==> src/shared/spm_consts.vh <==
// Constants for the port A/B pin mux and general-purpose I/O block.
// Assumes a 32-bit APB slave on pclk; registers are 16 bits in the low half.
// Summary of operation
// RQ1: Select bit 1 picks peripheral, 0 picks I/O
// RQ2: Direction bit 0 input, 1 output
// RQ3: Input reads pad; output drives data bit
// RQ4: Sixteen-bit select and data/direction registers
// RQ5: Select bits 0-7 port A, 8-15 port B
// RQ6: All select bits reset to zero
// RQ7: Bit n data, bit n+8 direction
// RQ8: Fixed peripheral function per pin as listed
// RQ9: Every pin bidirectional, individually configurable
// RQ10: Peripheral mode ignores stored direction and data
`ifndef SPM_CONSTS_VH
`define SPM_CONSTS_VH
`define SPM_OFS_SELECT 12'h000
`define SPM_OFS_PORT_A 12'h004
`define SPM_OFS_PORT_B 12'h008
`define SPM_SELECT_RESET 16'h0000
`define SPM_DATDIR_RESET 16'h0000
`define SPM_DIR_LSB 8
`define SPM_PORT_B_LSB 8
`endif

==> src/spm_pin_mux.v <==
// Pin mux and general-purpose I/O for ports A and B, with an APB register slave.
// Assumes pads are resolved outside from out/oe_n; peripherals sit on pclk.
`timescale 1ns/1ns
`default_nettype none
`include "spm_consts.vh"
module spm_pin_mux (
  input wire pclk,
  input wire presetn,
  input wire psel,
  input wire penable,
  input wire pwrite,
  input wire [11:0] paddr,
  input wire [31:0] pwdata,
  output reg [31:0] prdata,
  output wire pready,
  output wire pslverr,
  input wire [7:0] port_a_pad_in,
  output reg [7:0] port_a_pad_out,
  output reg [7:0] port_a_pad_oe_n,
  input wire [7:0] port_b_pad_in,
  output reg [7:0] port_b_pad_out,
  output reg [7:0] port_b_pad_oe_n,
  input wire serial_transmit_out,
  output reg serial_receive_in,
  output reg external_interrupt_one,
  output reg capture_one_quad_a,
  output reg capture_two_quad_b,
  output reg capture_three_in,
  input wire pwm_one_out,
  input wire pwm_two_out,
  input wire pwm_three_out,
  input wire pwm_four_out,
  input wire pwm_five_out,
  input wire pwm_six_out,
  input wire timer_one_compare_out,
  input wire timer_two_compare_out,
  output reg timer_direction_in,
  output reg timer_clock_in
);

  reg [15:0] port_ab_function_select;
  reg [15:0] port_a_data_direction;
  reg [15:0] port_b_data_direction;
  reg [7:0] pad_a_meta;
  reg [7:0] pad_a_sync;
  reg [7:0] pad_b_meta;
  reg [7:0] pad_b_sync;
  wire [7:0] sel_a = port_ab_function_select[`SPM_PORT_B_LSB-1:0]; // see RQ5
  wire [7:0] sel_b = port_ab_function_select[15:`SPM_PORT_B_LSB]; // see RQ5
  wire wr_en = psel & penable & pwrite;
  wire rd_en = psel & ~pwrite;
  wire hit = (paddr == `SPM_OFS_SELECT) || (paddr == `SPM_OFS_PORT_A) ||
    (paddr == `SPM_OFS_PORT_B);
  wire [7:0] a_dir = port_a_data_direction[15:`SPM_DIR_LSB];
  wire [7:0] b_dir = port_b_data_direction[15:`SPM_DIR_LSB];
  wire [7:0] a_rd_data;
  wire [7:0] b_rd_data;
  wire [7:0] periph_a_out;
  wire [7:0] periph_a_drv;
  wire [7:0] periph_b_out;
  wire [7:0] periph_b_drv;
  wire sel_hit;
  wire a_hit;
  wire b_hit;
  wire wr_sel;
  wire wr_a;
  wire wr_b;

  wire [7:0] next_a_out;
  wire [7:0] next_a_oe_n;
  wire [7:0] next_b_out;
  wire [7:0] next_b_oe_n;
  reg [31:0] next_prdata;
  reg next_serial_receive_in;
  reg next_external_interrupt_one;
  reg next_capture_one_quad_a;
  reg next_capture_two_quad_b;
  reg next_capture_three_in;
  reg next_timer_direction_in;
  reg next_timer_clock_in;

  assign pready = 1'b1;
  assign pslverr = psel & penable & ~hit;

  // Address decode and write strobes
  assign sel_hit = (paddr == `SPM_OFS_SELECT);
  assign a_hit = (paddr == `SPM_OFS_PORT_A);
  assign b_hit = (paddr == `SPM_OFS_PORT_B);
  assign wr_sel = wr_en & sel_hit;
  assign wr_a = wr_en & a_hit;
  assign wr_b = wr_en & b_hit;

  // Port A pins 0-7: serial transmit, serial receive, interrupt one,
  // capture one, capture two, capture three, pwm one, pwm two.
  // Port B pins 0-7: pwm three to six, timer one and two compare,
  // timer direction, timer clock.
  // Input functions leave their pads undriven in peripheral mode.
  // Peripheral outputs, and whether the peripheral drives that pad
  assign periph_a_out = {pwm_two_out, pwm_one_out, 5'h00, serial_transmit_out}; // see RQ8
  assign periph_a_drv = 8'hC1; // see RQ8
  assign periph_b_out = {2'h0, timer_two_compare_out, timer_one_compare_out,
    pwm_six_out, pwm_five_out, pwm_four_out, pwm_three_out}; // see RQ8
  assign periph_b_drv = 8'h3F; // see RQ8

  // Port A pad inputs synchronised before any use
  always @(posedge pclk or negedge presetn) begin
    if (!presetn) begin
      pad_a_meta <= 8'h00;
      pad_a_sync <= 8'h00;
    end else begin
      pad_a_meta <= port_a_pad_in;
      pad_a_sync <= pad_a_meta;
    end
  end

  // Port B pad inputs, same two-stage synchroniser
  always @(posedge pclk or negedge presetn) begin
    if (!presetn) begin
      pad_b_meta <= 8'h00;
      pad_b_sync <= 8'h00;
    end else begin
      pad_b_meta <= port_b_pad_in;
      pad_b_sync <= pad_b_meta;
    end
  end

  // Function select; all pins come up as general-purpose I/O
  always @(posedge pclk or negedge presetn) begin
    if (!presetn) begin
      port_ab_function_select <= `SPM_SELECT_RESET; // see RQ6
    end else if (wr_sel) begin
      port_ab_function_select <= pwdata[15:0]; // see RQ4
    end
  end

  // Port A data and direction; data kept even while pins are inputs
  always @(posedge pclk or negedge presetn) begin
    if (!presetn) begin
      port_a_data_direction <= `SPM_DATDIR_RESET;
    end else if (wr_a) begin
      port_a_data_direction <= pwdata[15:0]; // see RQ7
    end
  end

  // Port B data and direction
  always @(posedge pclk or negedge presetn) begin
    if (!presetn) begin
      port_b_data_direction <= `SPM_DATDIR_RESET;
    end else if (wr_b) begin
      port_b_data_direction <= pwdata[15:0]; // see RQ7
    end
  end

  // Per-pin next pad state and readback
  genvar n;
  generate
    for (n = 0; n < 8; n = n + 1) begin : g_pin
      // Input pins in I/O mode read the pad, all others the stored bit
      // see RQ3
      assign a_rd_data[n] = (!sel_a[n] && !a_dir[n]) ? pad_a_sync[n] :
        port_a_data_direction[n];
      assign b_rd_data[n] = (!sel_b[n] && !b_dir[n]) ? pad_b_sync[n] :
        port_b_data_direction[n];
      // Peripheral mode ignores the stored direction and data
      assign next_a_out[n] = sel_a[n] ? periph_a_out[n] : // see RQ1, RQ10
        port_a_data_direction[n]; // see RQ3
      assign next_a_oe_n[n] = sel_a[n] ? ~periph_a_drv[n] : ~a_dir[n]; // see RQ2, RQ9
      assign next_b_out[n] = sel_b[n] ? periph_b_out[n] : // see RQ1, RQ10
        port_b_data_direction[n]; // see RQ3
      assign next_b_oe_n[n] = sel_b[n] ? ~periph_b_drv[n] : ~b_dir[n]; // see RQ2, RQ9
    end
  endgenerate

  // Pad drive registered so a decode change never glitches a pad
  always @(posedge pclk or negedge presetn) begin
    if (!presetn) begin
      port_a_pad_out <= 8'h00;
    end else begin
      port_a_pad_out <= next_a_out;
    end
  end

  always @(posedge pclk or negedge presetn) begin
    if (!presetn) begin
      port_a_pad_oe_n <= 8'hFF;
    end else begin
      port_a_pad_oe_n <= next_a_oe_n;
    end
  end

  always @(posedge pclk or negedge presetn) begin
    if (!presetn) begin
      port_b_pad_out <= 8'h00;
    end else begin
      port_b_pad_out <= next_b_out;
    end
  end

  always @(posedge pclk or negedge presetn) begin
    if (!presetn) begin
      port_b_pad_oe_n <= 8'hFF;
    end else begin
      port_b_pad_oe_n <= next_b_oe_n;
    end
  end

  // Peripheral inputs see the pad only when their function is selected
  // Unselected receiver rests high so it never sees a false start bit
  always @* begin
    if (sel_a[1]) begin
      next_serial_receive_in = pad_a_sync[1]; // see RQ8
    end else begin
      next_serial_receive_in = 1'b1;
    end
  end

  always @* begin
    if (sel_a[2]) begin
      next_external_interrupt_one = pad_a_sync[2]; // see RQ8
    end else begin
      next_external_interrupt_one = 1'b0;
    end
  end

  always @* begin
    if (sel_a[3]) begin
      next_capture_one_quad_a = pad_a_sync[3]; // see RQ8
    end else begin
      next_capture_one_quad_a = 1'b0;
    end
  end

  always @* begin
    if (sel_a[4]) begin
      next_capture_two_quad_b = pad_a_sync[4]; // see RQ8
    end else begin
      next_capture_two_quad_b = 1'b0;
    end
  end

  always @* begin
    if (sel_a[5]) begin
      next_capture_three_in = pad_a_sync[5]; // see RQ8
    end else begin
      next_capture_three_in = 1'b0;
    end
  end

  always @* begin
    if (sel_b[6]) begin
      next_timer_direction_in = pad_b_sync[6]; // see RQ8
    end else begin
      next_timer_direction_in = 1'b0;
    end
  end

  always @* begin
    if (sel_b[7]) begin
      next_timer_clock_in = pad_b_sync[7]; // see RQ8
    end else begin
      next_timer_clock_in = 1'b0;
    end
  end

  // Peripheral inputs registered, one process each
  always @(posedge pclk or negedge presetn) begin
    if (!presetn) begin
      serial_receive_in <= 1'b1;
    end else begin
      serial_receive_in <= next_serial_receive_in;
    end
  end

  always @(posedge pclk or negedge presetn) begin
    if (!presetn) begin
      external_interrupt_one <= 1'b0;
    end else begin
      external_interrupt_one <= next_external_interrupt_one;
    end
  end

  always @(posedge pclk or negedge presetn) begin
    if (!presetn) begin
      capture_one_quad_a <= 1'b0;
    end else begin
      capture_one_quad_a <= next_capture_one_quad_a;
    end
  end

  always @(posedge pclk or negedge presetn) begin
    if (!presetn) begin
      capture_two_quad_b <= 1'b0;
    end else begin
      capture_two_quad_b <= next_capture_two_quad_b;
    end
  end

  always @(posedge pclk or negedge presetn) begin
    if (!presetn) begin
      capture_three_in <= 1'b0;
    end else begin
      capture_three_in <= next_capture_three_in;
    end
  end

  always @(posedge pclk or negedge presetn) begin
    if (!presetn) begin
      timer_direction_in <= 1'b0;
    end else begin
      timer_direction_in <= next_timer_direction_in;
    end
  end

  always @(posedge pclk or negedge presetn) begin
    if (!presetn) begin
      timer_clock_in <= 1'b0;
    end else begin
      timer_clock_in <= next_timer_clock_in;
    end
  end

  // Read mux; upper half and unmapped offsets read zero
  always @* begin
    if (paddr == `SPM_OFS_SELECT) begin
      next_prdata = {16'h0000, port_ab_function_select};
    end else if (paddr == `SPM_OFS_PORT_A) begin
      next_prdata = {16'h0000, a_dir, a_rd_data};
    end else if (paddr == `SPM_OFS_PORT_B) begin
      next_prdata = {16'h0000, b_dir, b_rd_data};
    end else begin
      next_prdata = 32'h00000000;
    end
  end

  // Read data, registered in the setup phase and held until the next read
  always @(posedge pclk or negedge presetn) begin
    if (!presetn) begin
      prdata <= 32'h00000000;
    end else if (rd_en && !penable) begin
      prdata <= next_prdata;
    end
  end

endmodule
`default_nettype wire

==> config.mk <==
export PLATFORM = sky130hd
export DESIGN_NAME = spm_pin_mux
export DESIGN_NICKNAME = d
export VERILOG_FILES = /design/src/spm_pin_mux.v
export VERILOG_INCLUDE_DIRS = /design/src /design/src/shared
export SDC_FILE = /design/constraint.sdc
export NUM_CORES = 1
export LEC_CHECK = 0
export BUFFER_PORTS_ARGS = -buffer_cell sky130_fd_sc_hd__buf_2
export CORE_MARGIN = 5
export CORE_UTILIZATION = 55
export CTS_BUF_LIST = sky130_fd_sc_hd__clkbuf_8
export DETAILED_ROUTE_END_ITERATION = 12
export GPL_ROUTABILITY_DRIVEN = 0
export PLACE_DENSITY = 0.95
export SLEW_MARGIN = 15
export SYNTH_ARGS = -nofsm -noshare
export SYNTH_HDL_FRONTEND = slang
export SYNTH_SLANG_ARGS = --single-unit
export TNS_END_PERCENT = 20
==> constraint.sdc <==
create_clock -name pclk -period 3.05 [get_ports pclk]
set_input_delay 0.305 -clock pclk [delete_from_list [all_inputs] [get_ports pclk]]
set_output_delay 0.305 -clock pclk [all_outputs]
set_load 0.03 [all_outputs]
# Word level (Yosys, flattened, before mapping)

Cells that the tools add are included.

Output and inout port bits: 73
Input port bits: 74
Register bits: 151
Logic and storage cells: 157

Eq/ne operators: 2
Reductions and logical operators: 53
Mux-type cells: 58
Bitwise logic cells: 25

Operators by type and width:

| cell                                                 | count |
|---|---|
| two-way mux 32 bit                                   | 2 |
| two-way mux 1 bit                                    | 55 |
| zero test 1 bit                                      | 33 |
| NOT 1 bit                                            | 18 |
| logical AND 1 bit                                    | 17 |
| two-way mux 16 bit                                   | 1 |
| equality test 12 x 3 -> 1 bit, second input constant | 1 |
| equality test 12 x 4 -> 1 bit, second input constant | 1 |
| zero test 12 bit                                     | 1 |
| AND 1 bit                                            | 7 |
| logical OR 1 bit                                     | 2 |

# Longest topological paths before layout

Depth in word-level cells: 6
Mapped depth: 7
Mapped depth without buffers: 4

# Least setup slack after synthesis

No wires, ideal clock.

Path kind: input to register
From: input paddr[9]
To: register port_a_data_direction[10]
Setup time: 125 ps
Setup slack: 1,303 ps
Path buffers: 3
Data required time: 2,925 ps
Cell stages on the path: 7
Arrival: 1,622 ps
Path through: nor4_2 -> and2_1 -> buf_6 -> and4_1 -> buf_6 -> buf_12 -> mux2_4

Longest elaborated chain between the ends: 2

Ends and longest elaborated chain:

| item                                    | RTL line          | source |
|---|---|---|
| start, declared                         | spm_pin_mux.v:12  | `input wire [11:0] paddr,` |
| equality test 12 x 3 -> 1 bit (no line) | --                |  |
| AND 1 bit                               | spm_pin_mux.v:90  | `assign wr_a = wr_en & a_hit;` |
| end signal, assigned                    | spm_pin_mux.v:139 | `` port_a_data_direction <= `SPM_DATDIR_RESET; `` |
| end signal, assigned                    | spm_pin_mux.v:141 | `port_a_data_direction <= pwdata[15:0];` |
| end, declared                           | spm_pin_mux.v:42  | `reg [15:0] port_a_data_direction;` |

Every way passes these cells.
A chain may end at the register's enable or synchronous reset.

# Worst setup path after layout

From: input paddr[5]
To: register port_ab_function_select[3]

Longest elaborated chain between the ends: 2

Ends and longest elaborated chain:

| item                       | RTL line          | source |
|---|---|---|
| zero test 12 bit (no line) | --                |  |
| AND 1 bit                  | spm_pin_mux.v:89  | `assign wr_sel = wr_en & sel_hit;` |
| end signal, assigned       | spm_pin_mux.v:130 | `` port_ab_function_select <= `SPM_SELECT_RESET; `` |
| end signal, assigned       | spm_pin_mux.v:132 | `port_ab_function_select <= pwdata[15:0];` |
| end, declared              | spm_pin_mux.v:41  | `reg [15:0] port_ab_function_select;` |

Every way passes these cells.

==> results_dict.tcl <==
set metrics [dict create \
    drv_slew 0 \
    period_share_pct 60.0 \
    firstDrtPassIters 4 \
    start_kind "input port" \
    antenna_found_initial 0 \
    die_w_um 109 \
    critPathMaxFanout 16 \
    final_cell_mix "dfrtp_1, buf_2, mux2_2, mux2_4, o21ai_0" \
    ys_top_cells_by_area "dfrtp_1, mux2_4, dfstp_2" \
    post_cts_buffers 0 \
    die_area_sq_um 11800 \
    synth_seq_area_share_pct 63.5 \
    routed-wl-met2_um 5920 \
    fp.coreArea_sq_um 9640 \
    tns_ns 0 \
    netlist_area_sq_um 5350 \
    num_vias 3484 \
    cts_htree_levels 4 \
    ant_nets 0 \
    clockBufferDepth 2 \
    layout_min_cycle_time_ns 1.83 \
    yosys_register_bits 135 \
    cts-root-buf "clkbuf_8" \
    required_ns 3.36 \
    ctsHoldBuffers 16 \
    clk_pin_slew_worst_paths_ns 0.08 \
    drt_iter0_drc 132 \
    ys_types 32 \
    synth_cells 377 \
    arrival_ns 2.14 \
    crit_type "input port to register" \
    place_inst 615 \
    place_hpwl_um 7670 \
    first_global_vias 3585 \
    clk_latency_ns 0.44 \
    hold-worst-slack_ns -0.00244 \
    die-height_um 109 \
    layout_commonest_cell "dfrtp_1" \
    end_kind "register" \
    antenna_cells 0 \
    seq_power_share_pct 49.5 \
    grt-ovfl-total 0 \
    grt_setup_unrepaired "no" \
    async_flop_share_pct 100 \
    grt_max_degree 126 \
    hold_path.class "input port to async pin" \
    grt_pass1_wl_um 17900 \
    wl_um 11500 \
    power.leakage_uw 0.00332 \
    layout.nets 591 \
    cts.sink_count 135 \
    row_count 36 \
    cts_tree "built" \
    cts-resized-gates 0 \
    p_total_uw 3680 \
    slew_headroom_pct 38.9 \
    syn_to_final_growth_pct 23.2 \
    numPortBuffers 113 \
    yosysTopAreaCell "dfrtp_1" \
    synthFlopType "dfrtp_1" \
    violations "hold timing" \
    top_layer "met4" \
    wl_met3_um 839 \
    setup_viol 0 \
    final_cells 663 \
    internal_power_uw 2890 \
    finalHoldViolCount 1 \
    ys_warn_count 0 \
    met1_length_um 4360 \
    synth_top_area_share_pct 55.2 \
    fmax_mhz 546 \
    tightestPinTransition_ns 0.916 \
    vias_per_cell 5.25 \
    drive_gt1_share_pct 44.9 \
    drv_cap 0 \
    grt_use_total_pct 20.5 \
    status "complete, but fails checks" \
    power.share.switching_pct 21.5 \
    p_switching_uw 791 \
    start_util_pct 55.5 \
    cts_buffers 17 \
    skew_ns 0.0137 \
    io_pins 147 \
    place_ws_ns 0.775 \
    setup_ws_ns 1.22 \
    p_per_area_nw_per_um2 558 \
    final_util_pct 68.4 \
    synth_edf_count 0 \
    ir_drop_v 0.000373 \
    wl_per_cell_um 17.3 \
    avgSynthCellArea_sq_um 14.2 \
    post-route-drc-count 0 \
    clkPwrFrac_pct 45.7 \
    power_frac_comb_pct 4.8 \
]
-- Yosys cell counts, types with 16 or more instances --
library cell  number
dfrtp_1          118
mux2_2            35
mux2_4            30
o21ai_0           24
nor2_1            20
nand2_1           19
buf_4             17
dfstp_2           17
a22oi_1           16
nand2b_1          16
-- kinds of logic after synthesis --
kind of cell    synth area share (%)
flops                           63.5
mux                             15.8
compound gates                  7.16
other cells                    0.140
simple gates                    8.75
buf+inv                         4.63
-- layout make-up --
| class | count | area (sq um) |
|---|---|---|
| Timing Repair Buffer | 134 | 772 |
| Clock inverter | 13 | 204 |
| Tap cell | 133 | 166 |
| Inverter | 8 | 30.0 |
| Clock buffer | 19 | 262 |
| Multi-Input combinational cell | 221 | 1760 |
| Fill cell | 665 | 3050 |
| Sequential cell | 135 | 3400 |
-- final timing paths --
check | from | endpoint | slack, ns | depth (start not counted)
min in group pclk | timer_two_compare_out | port_b_pad_out[5] | 0.09 | 2
worst min-delay path | presetn | prdata[5] | -0.002 | 1
worst max-delay path | paddr[5] | port_ab_function_select[3] | 1.22 | 5
worst max register to register | port_ab_function_select[8] | prdata[0] | 1.68 | 4
worst min register to register | pad_a_meta[2] | pad_a_sync[2] | 0.35 | 0
max in group asynchronous | presetn | port_b_data_direction[10] | 2.31 | 2
-- through the flow --
stage                     instance area (sq um)  hold slack, ns
after floorplan                            5410         0.00941
after global placement                     5960           0.333
after CTS                                  6590          0.0729
after global routing                       6590          0.0793
after detailed placement                   5960           0.336
final                                      6590        -0.00244
-- power by group through the flow --
stage | Clock, uW | Combinational (uW) | Sequential (uW)
6_report | 1680 | 176 | 1820
5_1_grt | 1790 | 194 | 1820
4_1_cts | 1700 | 178 | 1820
3_5_place_dp | 0 | 161 | 1860
3_3_place_gp | 0 | 155 | 1850
2_1_floorplan | 0 | 80.1 | 1850
-- worst max-delay path, stage by stage --
cell and delay, ns:
buf_2 0.10, nor4_2 0.37, and2_1 0.32, nand3_2 0.54, mux2_2 0.49
-- layer usage --
metal,GRT usage [%],up-vias
met3,6.51,35
li1,-,1569
met1,23.8,1730
met2,34.3,150
met5,0,-
met4,10.6,0
-- flip-flops by register name, summed over array words and instances, names as in the netlist, 16 cells and up --
register	flops
port_a_data_direction	16
port_b_data_direction	16
port_ab_function_select	16
prdata	16
(Power assumes the default switching activity.)
